File: src/psoc_pkg.sv
// Purpose: Shared constants, types and decoders for the protector configuration bank
// Assumes: 20 MHz system clock; I2C pins sampled as synchronous inputs
// Notes:   Register image stands for the non-volatile configuration store
package psoc_pkg;

	localparam int          CLK_HZ      = 32'h0131_2d00;   // 20 MHz
	localparam int          TICK_MS     = 1;               // Delay timer resolution, ms
	localparam int          CYC_PER_MS  = CLK_HZ / 1000 * TICK_MS;

	localparam logic [6:0]  I2C_SLAVE_ADDR = 7'h10;
	localparam logic [3:0]  BYTE_BITS      = 4'h8;

	localparam logic [7:0]  OFS_SYSTEM      = 8'h01;
	localparam logic [7:0]  OFS_OV_THRESH   = 8'h02;
	localparam logic [7:0]  OFS_OV_HYST_DLY = 8'h03;

	localparam logic [7:0]  RST_SYSTEM      = 8'h48;       // 8 cells, sensing on
	localparam logic [7:0]  RST_OV_THRESH   = 8'h38;
	localparam logic [7:0]  RST_OV_HYST_DLY = 8'h00;

	localparam logic [7:0]  MASK_SYSTEM      = 8'hfd;      // Reserved bits read zero
	localparam logic [7:0]  MASK_OV_THRESH   = 8'h3f;
	localparam logic [7:0]  MASK_OV_HYST_DLY = 8'hf7;

	localparam int          CELLS_MSB  = 7;
	localparam int          CELLS_LSB  = 5;
	localparam int          CTD_BIT    = 4;
	localparam int          TSENSE_BIT = 3;
	localparam int          OTREC_BIT  = 2;
	localparam int          RESV_BIT   = 1;
	localparam int          OCREC_BIT  = 0;
	localparam int          TRIP_MSB   = 5;
	localparam int          OVTS_BIT   = 7;
	localparam int          HYST_MSB   = 6;
	localparam int          HYST_LSB   = 4;
	localparam int          DLY_MSB    = 2;

	localparam logic [12:0] OV_TRIP_BASE_MV  = 13'h0af0;    // 2800 mV
	localparam logic [12:0] OV_TRIP_STEP_MV  = 13'h0019;    // 25 mV
	localparam logic [11:0] OV_DELAY_BASE_MS = 12'h01f4;    // 500 ms
	localparam logic [11:0] OV_DELAY_STEP_MS = 12'h00fa;    // 250 ms

	typedef enum logic [3:0] {
		ST_IDLE, ST_ADDR, ST_ACK_ADDR, ST_PTR, ST_ACK_PTR,
		ST_WR, ST_ACK_WR, ST_RD, ST_ACK_RD
	} psoc_i2c_st_t;

	typedef struct packed {
		logic charger_present;
		logic load_removed;
		logic overtemp_hot;
		logic overtemp_cooled;
		logic dsg_fault_event;
		logic cell_ov_above;
		logic cell_ov_below_hyst;
	} psoc_sense_t;

	typedef struct packed {
		logic overtemperature;
		logic overcurrent;
		logic overvoltage;
	} psoc_fault_t;

	typedef struct packed {
		logic [3:0]  cell_count;
		logic        cell_cfg_valid;
		logic        temp_sense_enable;
		logic [12:0] ov_trip_mv;
		logic [8:0]  ov_hyst_mv;
		logic [11:0] ov_delay_ms;
	} psoc_cfg_t;

	typedef struct packed {
		psoc_i2c_st_t st;
		logic [3:0]   bitcnt;
		logic [7:0]   shreg;
		logic         rw;
		logic [7:0]   ptr;
		logic         sda_oe;
		logic         scl_d;
		logic         sda_d;
		logic [7:0]   sys_conf;
		logic [7:0]   ov_thresh;
		logic [7:0]   ov_hyst_dly;
		psoc_fault_t  fault;
	} psoc_state_t;

	typedef struct packed {
		logic [14:0] div;
		logic [11:0] ms;
		logic        expired;
	} psoc_tmr_t;

	function automatic logic [3:0] psoc_cells(input logic [2:0] code);
		unique case (code)
			3'h2:    return 4'h8;
			3'h3:    return 4'h7;
			3'h4:    return 4'h6;
			3'h5:    return 4'h5;
			3'h6:    return 4'h4;
			default: return 4'h0;
		endcase
	endfunction

	function automatic logic [8:0] psoc_hyst_mv(input logic [2:0] code);
		unique case (code)
			3'h0: return 9'h12c;
			3'h1: return 9'h0fa;
			3'h2: return 9'h0c8;
			3'h3: return 9'h096;
			3'h4: return 9'h064;
			3'h5: return 9'h032;
			3'h6: return 9'h019;
			3'h7: return 9'h000;
		endcase
	endfunction

	function automatic logic [11:0] psoc_delay_ms(input logic [2:0] code);
		return OV_DELAY_BASE_MS + OV_DELAY_STEP_MS * 12'(code);
	endfunction

endpackage

File: src/psoc_ov_timer.sv
// Purpose: Overvoltage qualification timer, millisecond resolution
// Assumes: arm_in stays high while the cell stays above the trip level
// Notes:   Dropping arm_in restarts the full delay
`timescale 1ns/1ps
module psoc_ov_timer #(
	parameter logic [14:0] CYC_PER_MS = 15'(psoc_pkg::CYC_PER_MS)
) (
	input  wire logic       clk_in,        // System clock
	input  wire logic       rst_n_in,      // Async reset, active low
	input  wire logic       arm_in,        // Cell above trip level
	input  wire logic [2:0] delay_code_in, // Delay code
	output logic            expired_out    // Delay elapsed while armed
);
	import psoc_pkg::*;

	psoc_tmr_t   t_reg;
	psoc_tmr_t   t_next;
	logic [11:0] target;

	assign target      = psoc_delay_ms(delay_code_in);
	assign expired_out = t_reg.expired;

	always_comb begin
		t_next = t_reg;
		if (!arm_in) begin
			t_next = '0;
		end else begin
			if (t_reg.div == CYC_PER_MS - 15'h0001) begin
				t_next.div = '0;
				if (t_reg.ms != 12'hfff)
					t_next.ms = t_reg.ms + 12'h001;
			end else begin
				t_next.div = t_reg.div + 15'h0001;
			end
			t_next.expired = (t_reg.ms >= target);
		end
	end

	always_ff @(posedge clk_in or negedge rst_n_in) begin
		if (!rst_n_in)
			t_reg <= '0;
		else
			t_reg <= t_next;
	end
endmodule // psoc_ov_timer

File: src/psoc_top.sv
// Purpose: Configuration bank and fault policy of a multi-cell protector
// Assumes: I2C pins synchronous to MCLK_IN; analog comparators outside
// Notes:   Register image stands for the non-volatile store
// Operation
// - Cell-count code 010..110 selects eight down to four cells; 000, 001, 111 invalid.
// - Charger-thermal-disable at 0 keeps thermal protection active in every mode.
// - Charger-thermal-disable at 1 clears thermal faults with charger; protects only without charger.
// - Charger-thermal-disable overrides overtemp recovery; charger clears faults regardless of load.
// - Overtemp fault leaves when cooled; recovery bit 1 also needs load removed.
// - Overvoltage code maps linearly, 2.800 V at 0x00 to 4.375 V at 0x3F.
// - Thermistor line charger control pulls the line low during overvoltage when set.
// - Hysteresis code gives 300, 250, 200, 150, 100, 50, 25, 0 mV.
// - Overvoltage delay is 0.50 s plus 0.25 s per code step before tripping.
// - All configuration settings live in the persistent register image.
`timescale 1ns/1ps
module psoc_top #(
	parameter logic [14:0] CYC_PER_MS = 15'(psoc_pkg::CYC_PER_MS)
) (
	input  wire logic              MCLK_IN,          // System clock, 20 MHz
	input  wire logic              RESET_N_IN,       // Async reset, active low
	input  wire logic              SCL_IN,           // I2C clock
	input  wire logic              SDA_IN,           // I2C data in
	output logic                   SDA_OUT,          // I2C data out, always low
	output logic                   SDA_OE_OUT,       // I2C data drive enable
	input  wire psoc_pkg::psoc_sense_t SENSE_IN,     // Comparator and pack sense
	output psoc_pkg::psoc_fault_t  FAULT_OUT,        // Latched faults
	output psoc_pkg::psoc_cfg_t    CFG_OUT,          // Decoded settings
	output logic                   THERM_LINE_OUT,   // Thermistor line out, low
	output logic                   THERM_LINE_OE_OUT // Thermistor line pull-low enable
);
	import psoc_pkg::*;

	psoc_state_t s_reg;
	psoc_state_t s_next;
	logic        scl_rise;
	logic        scl_fall;
	logic        i2c_start;
	logic        i2c_stop;
	logic [7:0]  rd_byte;
	logic        thermal_active;
	logic        ctd;
	logic        ov_expired;

	function automatic logic [7:0] reg_read(input psoc_state_t st, input logic [7:0] ofs);
		unique case (ofs)
			OFS_SYSTEM:      return st.sys_conf;
			OFS_OV_THRESH:   return st.ov_thresh;
			OFS_OV_HYST_DLY: return st.ov_hyst_dly;
			default:         return 8'h00;
		endcase
	endfunction

	assign scl_rise  = SCL_IN & ~s_reg.scl_d;
	assign scl_fall  = ~SCL_IN & s_reg.scl_d;
	assign i2c_start = s_reg.scl_d & SCL_IN & s_reg.sda_d & ~SDA_IN;
	assign i2c_stop  = s_reg.scl_d & SCL_IN & ~s_reg.sda_d & SDA_IN;
	assign rd_byte   = reg_read(s_reg, s_reg.ptr);
	assign ctd       = s_reg.sys_conf[CTD_BIT];

	// Sensing gated by enable; charger masks it only when disable bit set
	assign thermal_active = s_reg.sys_conf[TSENSE_BIT]
		& (~ctd | ~SENSE_IN.charger_present);

	psoc_ov_timer #(
		.CYC_PER_MS (CYC_PER_MS)
	) u_ov_timer (
		.clk_in        (MCLK_IN),
		.rst_n_in      (RESET_N_IN),
		.arm_in        (SENSE_IN.cell_ov_above & ~s_reg.fault.overvoltage),
		.delay_code_in (s_reg.ov_hyst_dly[DLY_MSB:0]),
		.expired_out   (ov_expired)
	);

	always_comb begin
		s_next       = s_reg;
		s_next.scl_d = SCL_IN;
		s_next.sda_d = SDA_IN;
		if (i2c_start) begin
			s_next.st     = ST_ADDR;
			s_next.bitcnt = 4'h0;
			s_next.sda_oe = 1'b0;
		end else if (i2c_stop) begin
			s_next.st     = ST_IDLE;
			s_next.sda_oe = 1'b0;
		end else if (scl_rise) begin
			unique case (s_reg.st)
				ST_ADDR, ST_PTR, ST_WR: begin
					s_next.shreg  = {s_reg.shreg[6:0], SDA_IN};
					s_next.bitcnt = s_reg.bitcnt + 4'h1;
				end
				ST_RD: s_next.bitcnt = s_reg.bitcnt + 4'h1;
				ST_ACK_RD: begin
					if (SDA_IN)
						s_next.st = ST_IDLE;
				end
				ST_IDLE, ST_ACK_ADDR, ST_ACK_PTR, ST_ACK_WR: ;
			endcase
		end else if (scl_fall) begin
			unique case (s_reg.st)
				ST_ADDR: begin
					if (s_reg.bitcnt == BYTE_BITS) begin
						if (s_reg.shreg[7:1] == I2C_SLAVE_ADDR) begin
							s_next.st     = ST_ACK_ADDR;
							s_next.rw     = s_reg.shreg[0];
							s_next.sda_oe = 1'b1;
						end else begin
							s_next.st = ST_IDLE;
						end
					end
				end
				ST_ACK_ADDR: begin
					s_next.bitcnt = 4'h0;
					if (s_reg.rw) begin
						s_next.st     = ST_RD;
						s_next.shreg  = rd_byte;
						s_next.sda_oe = ~rd_byte[7];
					end else begin
						s_next.st     = ST_PTR;
						s_next.sda_oe = 1'b0;
					end
				end
				ST_PTR: begin
					if (s_reg.bitcnt == BYTE_BITS) begin
						s_next.ptr    = s_reg.shreg;
						s_next.st     = ST_ACK_PTR;
						s_next.sda_oe = 1'b1;
					end
				end
				ST_ACK_PTR, ST_ACK_WR: begin
					s_next.st     = ST_WR;
					s_next.bitcnt = 4'h0;
					s_next.sda_oe = 1'b0;
				end
				ST_WR: begin
					if (s_reg.bitcnt == BYTE_BITS) begin
						// Same location on every data byte, pointer never moves
						if (s_reg.ptr == OFS_SYSTEM)
							s_next.sys_conf = s_reg.shreg & MASK_SYSTEM;
						if (s_reg.ptr == OFS_OV_THRESH)
							s_next.ov_thresh = s_reg.shreg & MASK_OV_THRESH;
						if (s_reg.ptr == OFS_OV_HYST_DLY)
							s_next.ov_hyst_dly = s_reg.shreg & MASK_OV_HYST_DLY;
						s_next.st     = ST_ACK_WR;
						s_next.sda_oe = 1'b1;
					end
				end
				ST_RD: begin
					if (s_reg.bitcnt == BYTE_BITS) begin
						s_next.st     = ST_ACK_RD;
						s_next.sda_oe = 1'b0;
					end else begin
						s_next.sda_oe = ~s_reg.shreg[3'h7 - s_reg.bitcnt[2:0]];
					end
				end
				ST_ACK_RD: begin
					s_next.st     = ST_RD;
					s_next.bitcnt = 4'h0;
					s_next.shreg  = rd_byte;
					s_next.sda_oe = ~rd_byte[7];
				end
				ST_IDLE: ;
			endcase
		end

		// Overtemperature: sensing-off clear first, then charger clear, then cooled recovery; set wins
		if (thermal_active && SENSE_IN.overtemp_hot)
			s_next.fault.overtemperature = 1'b1;
		else if (!s_reg.sys_conf[TSENSE_BIT])
			s_next.fault.overtemperature = 1'b0;
		else if (ctd && SENSE_IN.charger_present)
			s_next.fault.overtemperature = 1'b0;
		else if (SENSE_IN.overtemp_cooled
			&& (!s_reg.sys_conf[OTREC_BIT] || SENSE_IN.load_removed))
			s_next.fault.overtemperature = 1'b0;

		// Discharge overcurrent or short circuit; set wins
		if (SENSE_IN.dsg_fault_event)
			s_next.fault.overcurrent = 1'b1;
		else if (SENSE_IN.load_removed
			&& (!s_reg.sys_conf[OCREC_BIT] || SENSE_IN.charger_present))
			s_next.fault.overcurrent = 1'b0;

		if (ov_expired)
			s_next.fault.overvoltage = 1'b1;
		else if (SENSE_IN.cell_ov_below_hyst)
			s_next.fault.overvoltage = 1'b0;
	end

	always_ff @(posedge MCLK_IN or negedge RESET_N_IN) begin
		if (!RESET_N_IN) begin
			s_reg             <= '0;
			s_reg.st          <= ST_IDLE;
			s_reg.scl_d       <= 1'b1;
			s_reg.sda_d       <= 1'b1;
			s_reg.sys_conf    <= RST_SYSTEM;
			s_reg.ov_thresh   <= RST_OV_THRESH;
			s_reg.ov_hyst_dly <= RST_OV_HYST_DLY;
		end else begin
			s_reg <= s_next;
		end
	end

	assign SDA_OUT    = 1'b0;
	assign SDA_OE_OUT = s_reg.sda_oe;
	assign FAULT_OUT  = s_reg.fault;

	assign CFG_OUT.cell_count        = psoc_cells(s_reg.sys_conf[CELLS_MSB:CELLS_LSB]);
	assign CFG_OUT.cell_cfg_valid    = (CFG_OUT.cell_count != 4'h0);
	assign CFG_OUT.temp_sense_enable = s_reg.sys_conf[TSENSE_BIT];
	assign CFG_OUT.ov_trip_mv        = OV_TRIP_BASE_MV
		+ OV_TRIP_STEP_MV * 13'(s_reg.ov_thresh[TRIP_MSB:0]);
	assign CFG_OUT.ov_hyst_mv        = psoc_hyst_mv(s_reg.ov_hyst_dly[HYST_MSB:HYST_LSB]);
	assign CFG_OUT.ov_delay_ms       = psoc_delay_ms(s_reg.ov_hyst_dly[DLY_MSB:0]);

	assign THERM_LINE_OUT    = 1'b0;
	assign THERM_LINE_OE_OUT = s_reg.fault.overvoltage & s_reg.ov_hyst_dly[OVTS_BIT];
endmodule // psoc_top

File: config.mk
export PLATFORM = sky130hd
export DESIGN_NAME = psoc_top
export DESIGN_NICKNAME = d
export VERILOG_FILES = /design/src/psoc_pkg.sv /design/src/psoc_ov_timer.sv /design/src/psoc_top.sv
export SDC_FILE = /design/constraint.sdc
export NUM_CORES = 1
export LEC_CHECK = 0
export ABC_CLOCK_PERIOD_IN_PS = 5620
export BUFFER_PORTS_ARGS = -buffer_cell sky130_fd_sc_hd__buf_2
export CAP_MARGIN = 20
export CELL_PAD_IN_SITES_DETAIL_PLACEMENT = 1
export CELL_PAD_IN_SITES_GLOBAL_PLACEMENT = 1
export CORE_MARGIN = 1.5
export CORE_UTILIZATION = 40
export CTS_CLUSTER_SIZE = 28
export DETAILED_ROUTE_END_ITERATION = 10
export PLACE_DENSITY = 0.76
export SKIP_LAST_GASP = 1
export SYNTH_ARGS = -nofsm -noshare
export SYNTH_HDL_FRONTEND = slang
export SYNTH_SLANG_ARGS = --single-unit
File: constraint.sdc
create_clock -name MCLK_IN -period 5.62 [get_ports MCLK_IN]
set_input_delay 1.124 -clock MCLK_IN [delete_from_list [all_inputs] [get_ports MCLK_IN]]
set_output_delay 1.124 -clock MCLK_IN [all_outputs]
set_load 0.02 [all_outputs]
==> flow_metrics.env <==
export IMPL_routabilityCongestion=0.867
export IMPL_power_leakage_nw=3.10
export IMPL_routed_top_layer="met4"
export IMPL_syn_inst=575
export IMPL_combPwrFrac=0.046
export IMPL_dr_wl_met3_um=315
export IMPL_clock_path_buffers=2
export IMPL_viasPerCell=5.52
export IMPL_skew_ns=0.00962
export IMPL_io_pins=58
export IMPL_wl_met1_mm=5.69
export IMPL_p_seq_frac=0.454
export IMPL_critPathRequiredTime_ns=4.50
export IMPL_drt_iter0_markers=159
export IMPL_end_kind="primary output"
export IMPL_yosys_top_cells_area="dfrtp_1 32%, ha_1 12%, mux2_2 9.0%"
export IMPL_synth_main_ff_cell="dfrtp_1"
export IMPL_grt_pass1_vias=4786
export IMPL_critPathLaunchType="register"
export IMPL_dr_pass1_iters=4
export IMPL_yosysMostFrequentCell="dfrtp_1"
export IMPL_rsz0062_at_grt="no"
export IMPL_dp_hpwl_mm=10.0
export IMPL_grt_usage=0.199
export IMPL_largest_reg_flops=45
export IMPL_avgSynthCellArea_um2=9.78
export IMPL_synthArstFlopShare=1.00
export IMPL_clock_sinks=79
export IMPL_ys_seq_area_frac=0.353
export IMPL_antenna_left=0
export IMPL_period_minus_slack_ns=4.89
export IMPL_post_cts_resized=0
export IMPL_max_freq_mhz=204
export IMPL_hold_path_class="register to register"
export IMPL_overflow=0
export IMPL_tritoncts="done"
export IMPL_clockRootBuffer="clkbuf_16"
export IMPL_wirelength_mm=13.5
export IMPL_path_class="register to primary output"
export IMPL_syn_area_um2=5620
export IMPL_pwr_share_clk=0.500
export IMPL_post_cts_repair_setup_buffers=0
export IMPL_post_route_period_util=0.870
export IMPL_vdd_drop_max_mv=0.160
export IMPL_route_vias_total=4434
export IMPL_worst_ep_arrival_time_ns=3.77
export IMPL_die_w_um=122
export IMPL_dp_cells=786
export IMPL_clk_latency_ns=0.34
export IMPL_finalNetCount=691
export IMPL_synth_top_area_cell="dfrtp_1"
export IMPL_setup_viol=0
export IMPL_ys_warn_count=0
export IMPL_cts_made_buffers=9
export IMPL_numPortBuffers=54
export IMPL_maxCapViolations=0
export IMPL_dieArea_um2=14800
export IMPL_intPower_mw=1.01
export IMPL_synth_edff_count=0
export IMPL_fin_setup_tns_ns=0
export IMPL_n_antenna_cell=0
export IMPL_ff_latch_area_um2=1990
export IMPL_start_util=0.408
export IMPL_drc_errors=0
export IMPL_grt_max_degree=80
export IMPL_ys_ff_latch=79
export IMPL_netlist_cell_type_count=66
export IMPL_cts_hold_buf=0
export IMPL_stdcell_count=803
export IMPL_synth_top_area_share=0.320
export IMPL_postPlaceCellArea_um2=5990
export IMPL_slew_viol_final=0
export IMPL_die_h_um=122
export IMPL_h_tree_depth=3
export IMPL_tightestPinTransition_ns=0.785
export IMPL_antenna_found_initial=0
export IMPL_final_area_um2=6350
export IMPL_pwr_density_cell_nw_per_um2=203
export IMPL_switching_share=0.218
export IMPL_finalPower_mw=1.29
export IMPL_layout_drive_gt1_share=0.209
export IMPL_slew_limit_headroom=0.475
export IMPL_multi_input_comb_area_um2=3310
export IMPL_fp_coreArea_um2=13800
export IMPL_cts_clk_slew_worst_paths_ns=0.06
export IMPL_path_max_fanout=10
export IMPL_hold_viol_final=0
export IMPL_dr_wl_met2_mm=7.24
export IMPL_status="completed"
export IMPL_wire_per_inst_um=16.8
export IMPL_rows=43
export IMPL_syn_to_final_growth_pct=12.9
export IMPL_num_fill_cells=1603
export IMPL_grt_pass1_wl_mm=23.2
export IMPL_power_switching_mw=0.281
export IMPL_synth_commonest_cells="72 x dfrtp_1, 55 x ha_1, 52 x inv_1"
==> kinds of logic after synthesis <==
logic type | Yosys count | synth area share
DFF | 79 | 0.353
muxes | 52 | 0.107
buffers and inverters | 77 | 0.0590
AOI/OAI and AO/OA | 107 | 0.127
other | 1 | 0.000667
adders and majority gates | 62 | 0.147
xor gates and xnor gates | 30 | 0.0467
and+or+nand+nor | 167 | 0.159
==> final cells by class <==
type,count,share of cell area
inverter,52,0.0308
clock buffer,13,0.0410
multi-input combinational,421,0.522
sequential,79,0.313
tap,180,0.0355
timing repair buffer,55,0.0473
clock inverter,3,0.0106
==> metrics by stage <==
| stage | utilization | worst slack (ns) | hold WS (ns) |
|---|---|---|---|
| floorplan | - | 1.22 | 0.404 |
| global placement | 0.435 | 1.28 | 0.426 |
| detailed placement | 0.435 | 1.10 | 0.445 |
| CTS | 0.459 | 0.723 | 0.465 |
| global route | 0.461 | 0.497 | 0.486 |
| finish | 0.461 | 0.728 | 0.463 |
==> layer usage <==
| layer | up-vias | GRT usage |
|---|---|---|
| met5 | - | 0 |
| met4 | 0 | 0.0772 |
| met3 | 21 | 0.0295 |
| met2 | 51 | 0.369 |
| met1 | 2273 | 0.229 |
| li1 | 2089 | - |
==> layout by cell type (no fill, tap or decap), types with 6 or more instances in the layout <==
master     netlist  layout
o21ai_0         24      24
xnor2_1         13      13
or3_1            6       6
xor2_1          17      17
dfrtp_1         72      72
mux2_2          45      45
nand2b_1        13      13
a21o_1           7       7
dfstp_2          7       7
clkbuf_16        0       9
ha_1            55      55
o21bai_1         6       6
nor2_1          36      36
and3_1           7       7
nand3_1         12      12
nor4_1           6       6
inv_1           52      52
nor2b_1          8       8
buf_2            1      53
a21oi_1         26      26
nand2_1         39      39
fa_1             7       7
==> worst paths after layout <==
kind / start / slack (ns) / cells past startpoint / endpoint
max: s_reg[4] / 0.73 / 10 / CFG_OUT[10]
min: u_ov_timer.t_reg[13] / 0.46 / 1 / u_ov_timer.t_reg[13]
max reg2reg: s_reg[4] / 1.50 / 13 / u_ov_timer.expired_out
min reg2reg: u_ov_timer.t_reg[13] / 0.46 / 1 / u_ov_timer.t_reg[13]
max in group asynchronous: RESET_N_IN / 4.38 / 2 / CFG_OUT[34]
min in group asynchronous: RESET_N_IN / 0.60 / 1 / SDA_OE_OUT
==> power by group through the flow <==
stage | clock network [mW] | registers [mW] | logic [mW]
2_1_floorplan | 0 | 0.591 | 0.0365
3_3_place_gp | 0 | 0.594 | 0.0556
3_5_place_dp | 0 | 0.595 | 0.0574
4_1_cts | 0.659 | 0.585 | 0.0582
5_1_grt | 0.680 | 0.586 | 0.0673
6_report | 0.645 | 0.585 | 0.0593
==> worst max-delay path, stage by stage (launching register included) <==
cell      delay (ns)
dfrtp_1         0.55
inv_1           0.19
fa_1            0.63
inv_1           0.15
ha_1            0.34
a21o_1          0.16
a311oi_1        0.36
xnor2_1         0.28
a21boi_0        0.40
xor2_1          0.19
buf_2           0.19
Power figures use the tool's default switching activity.
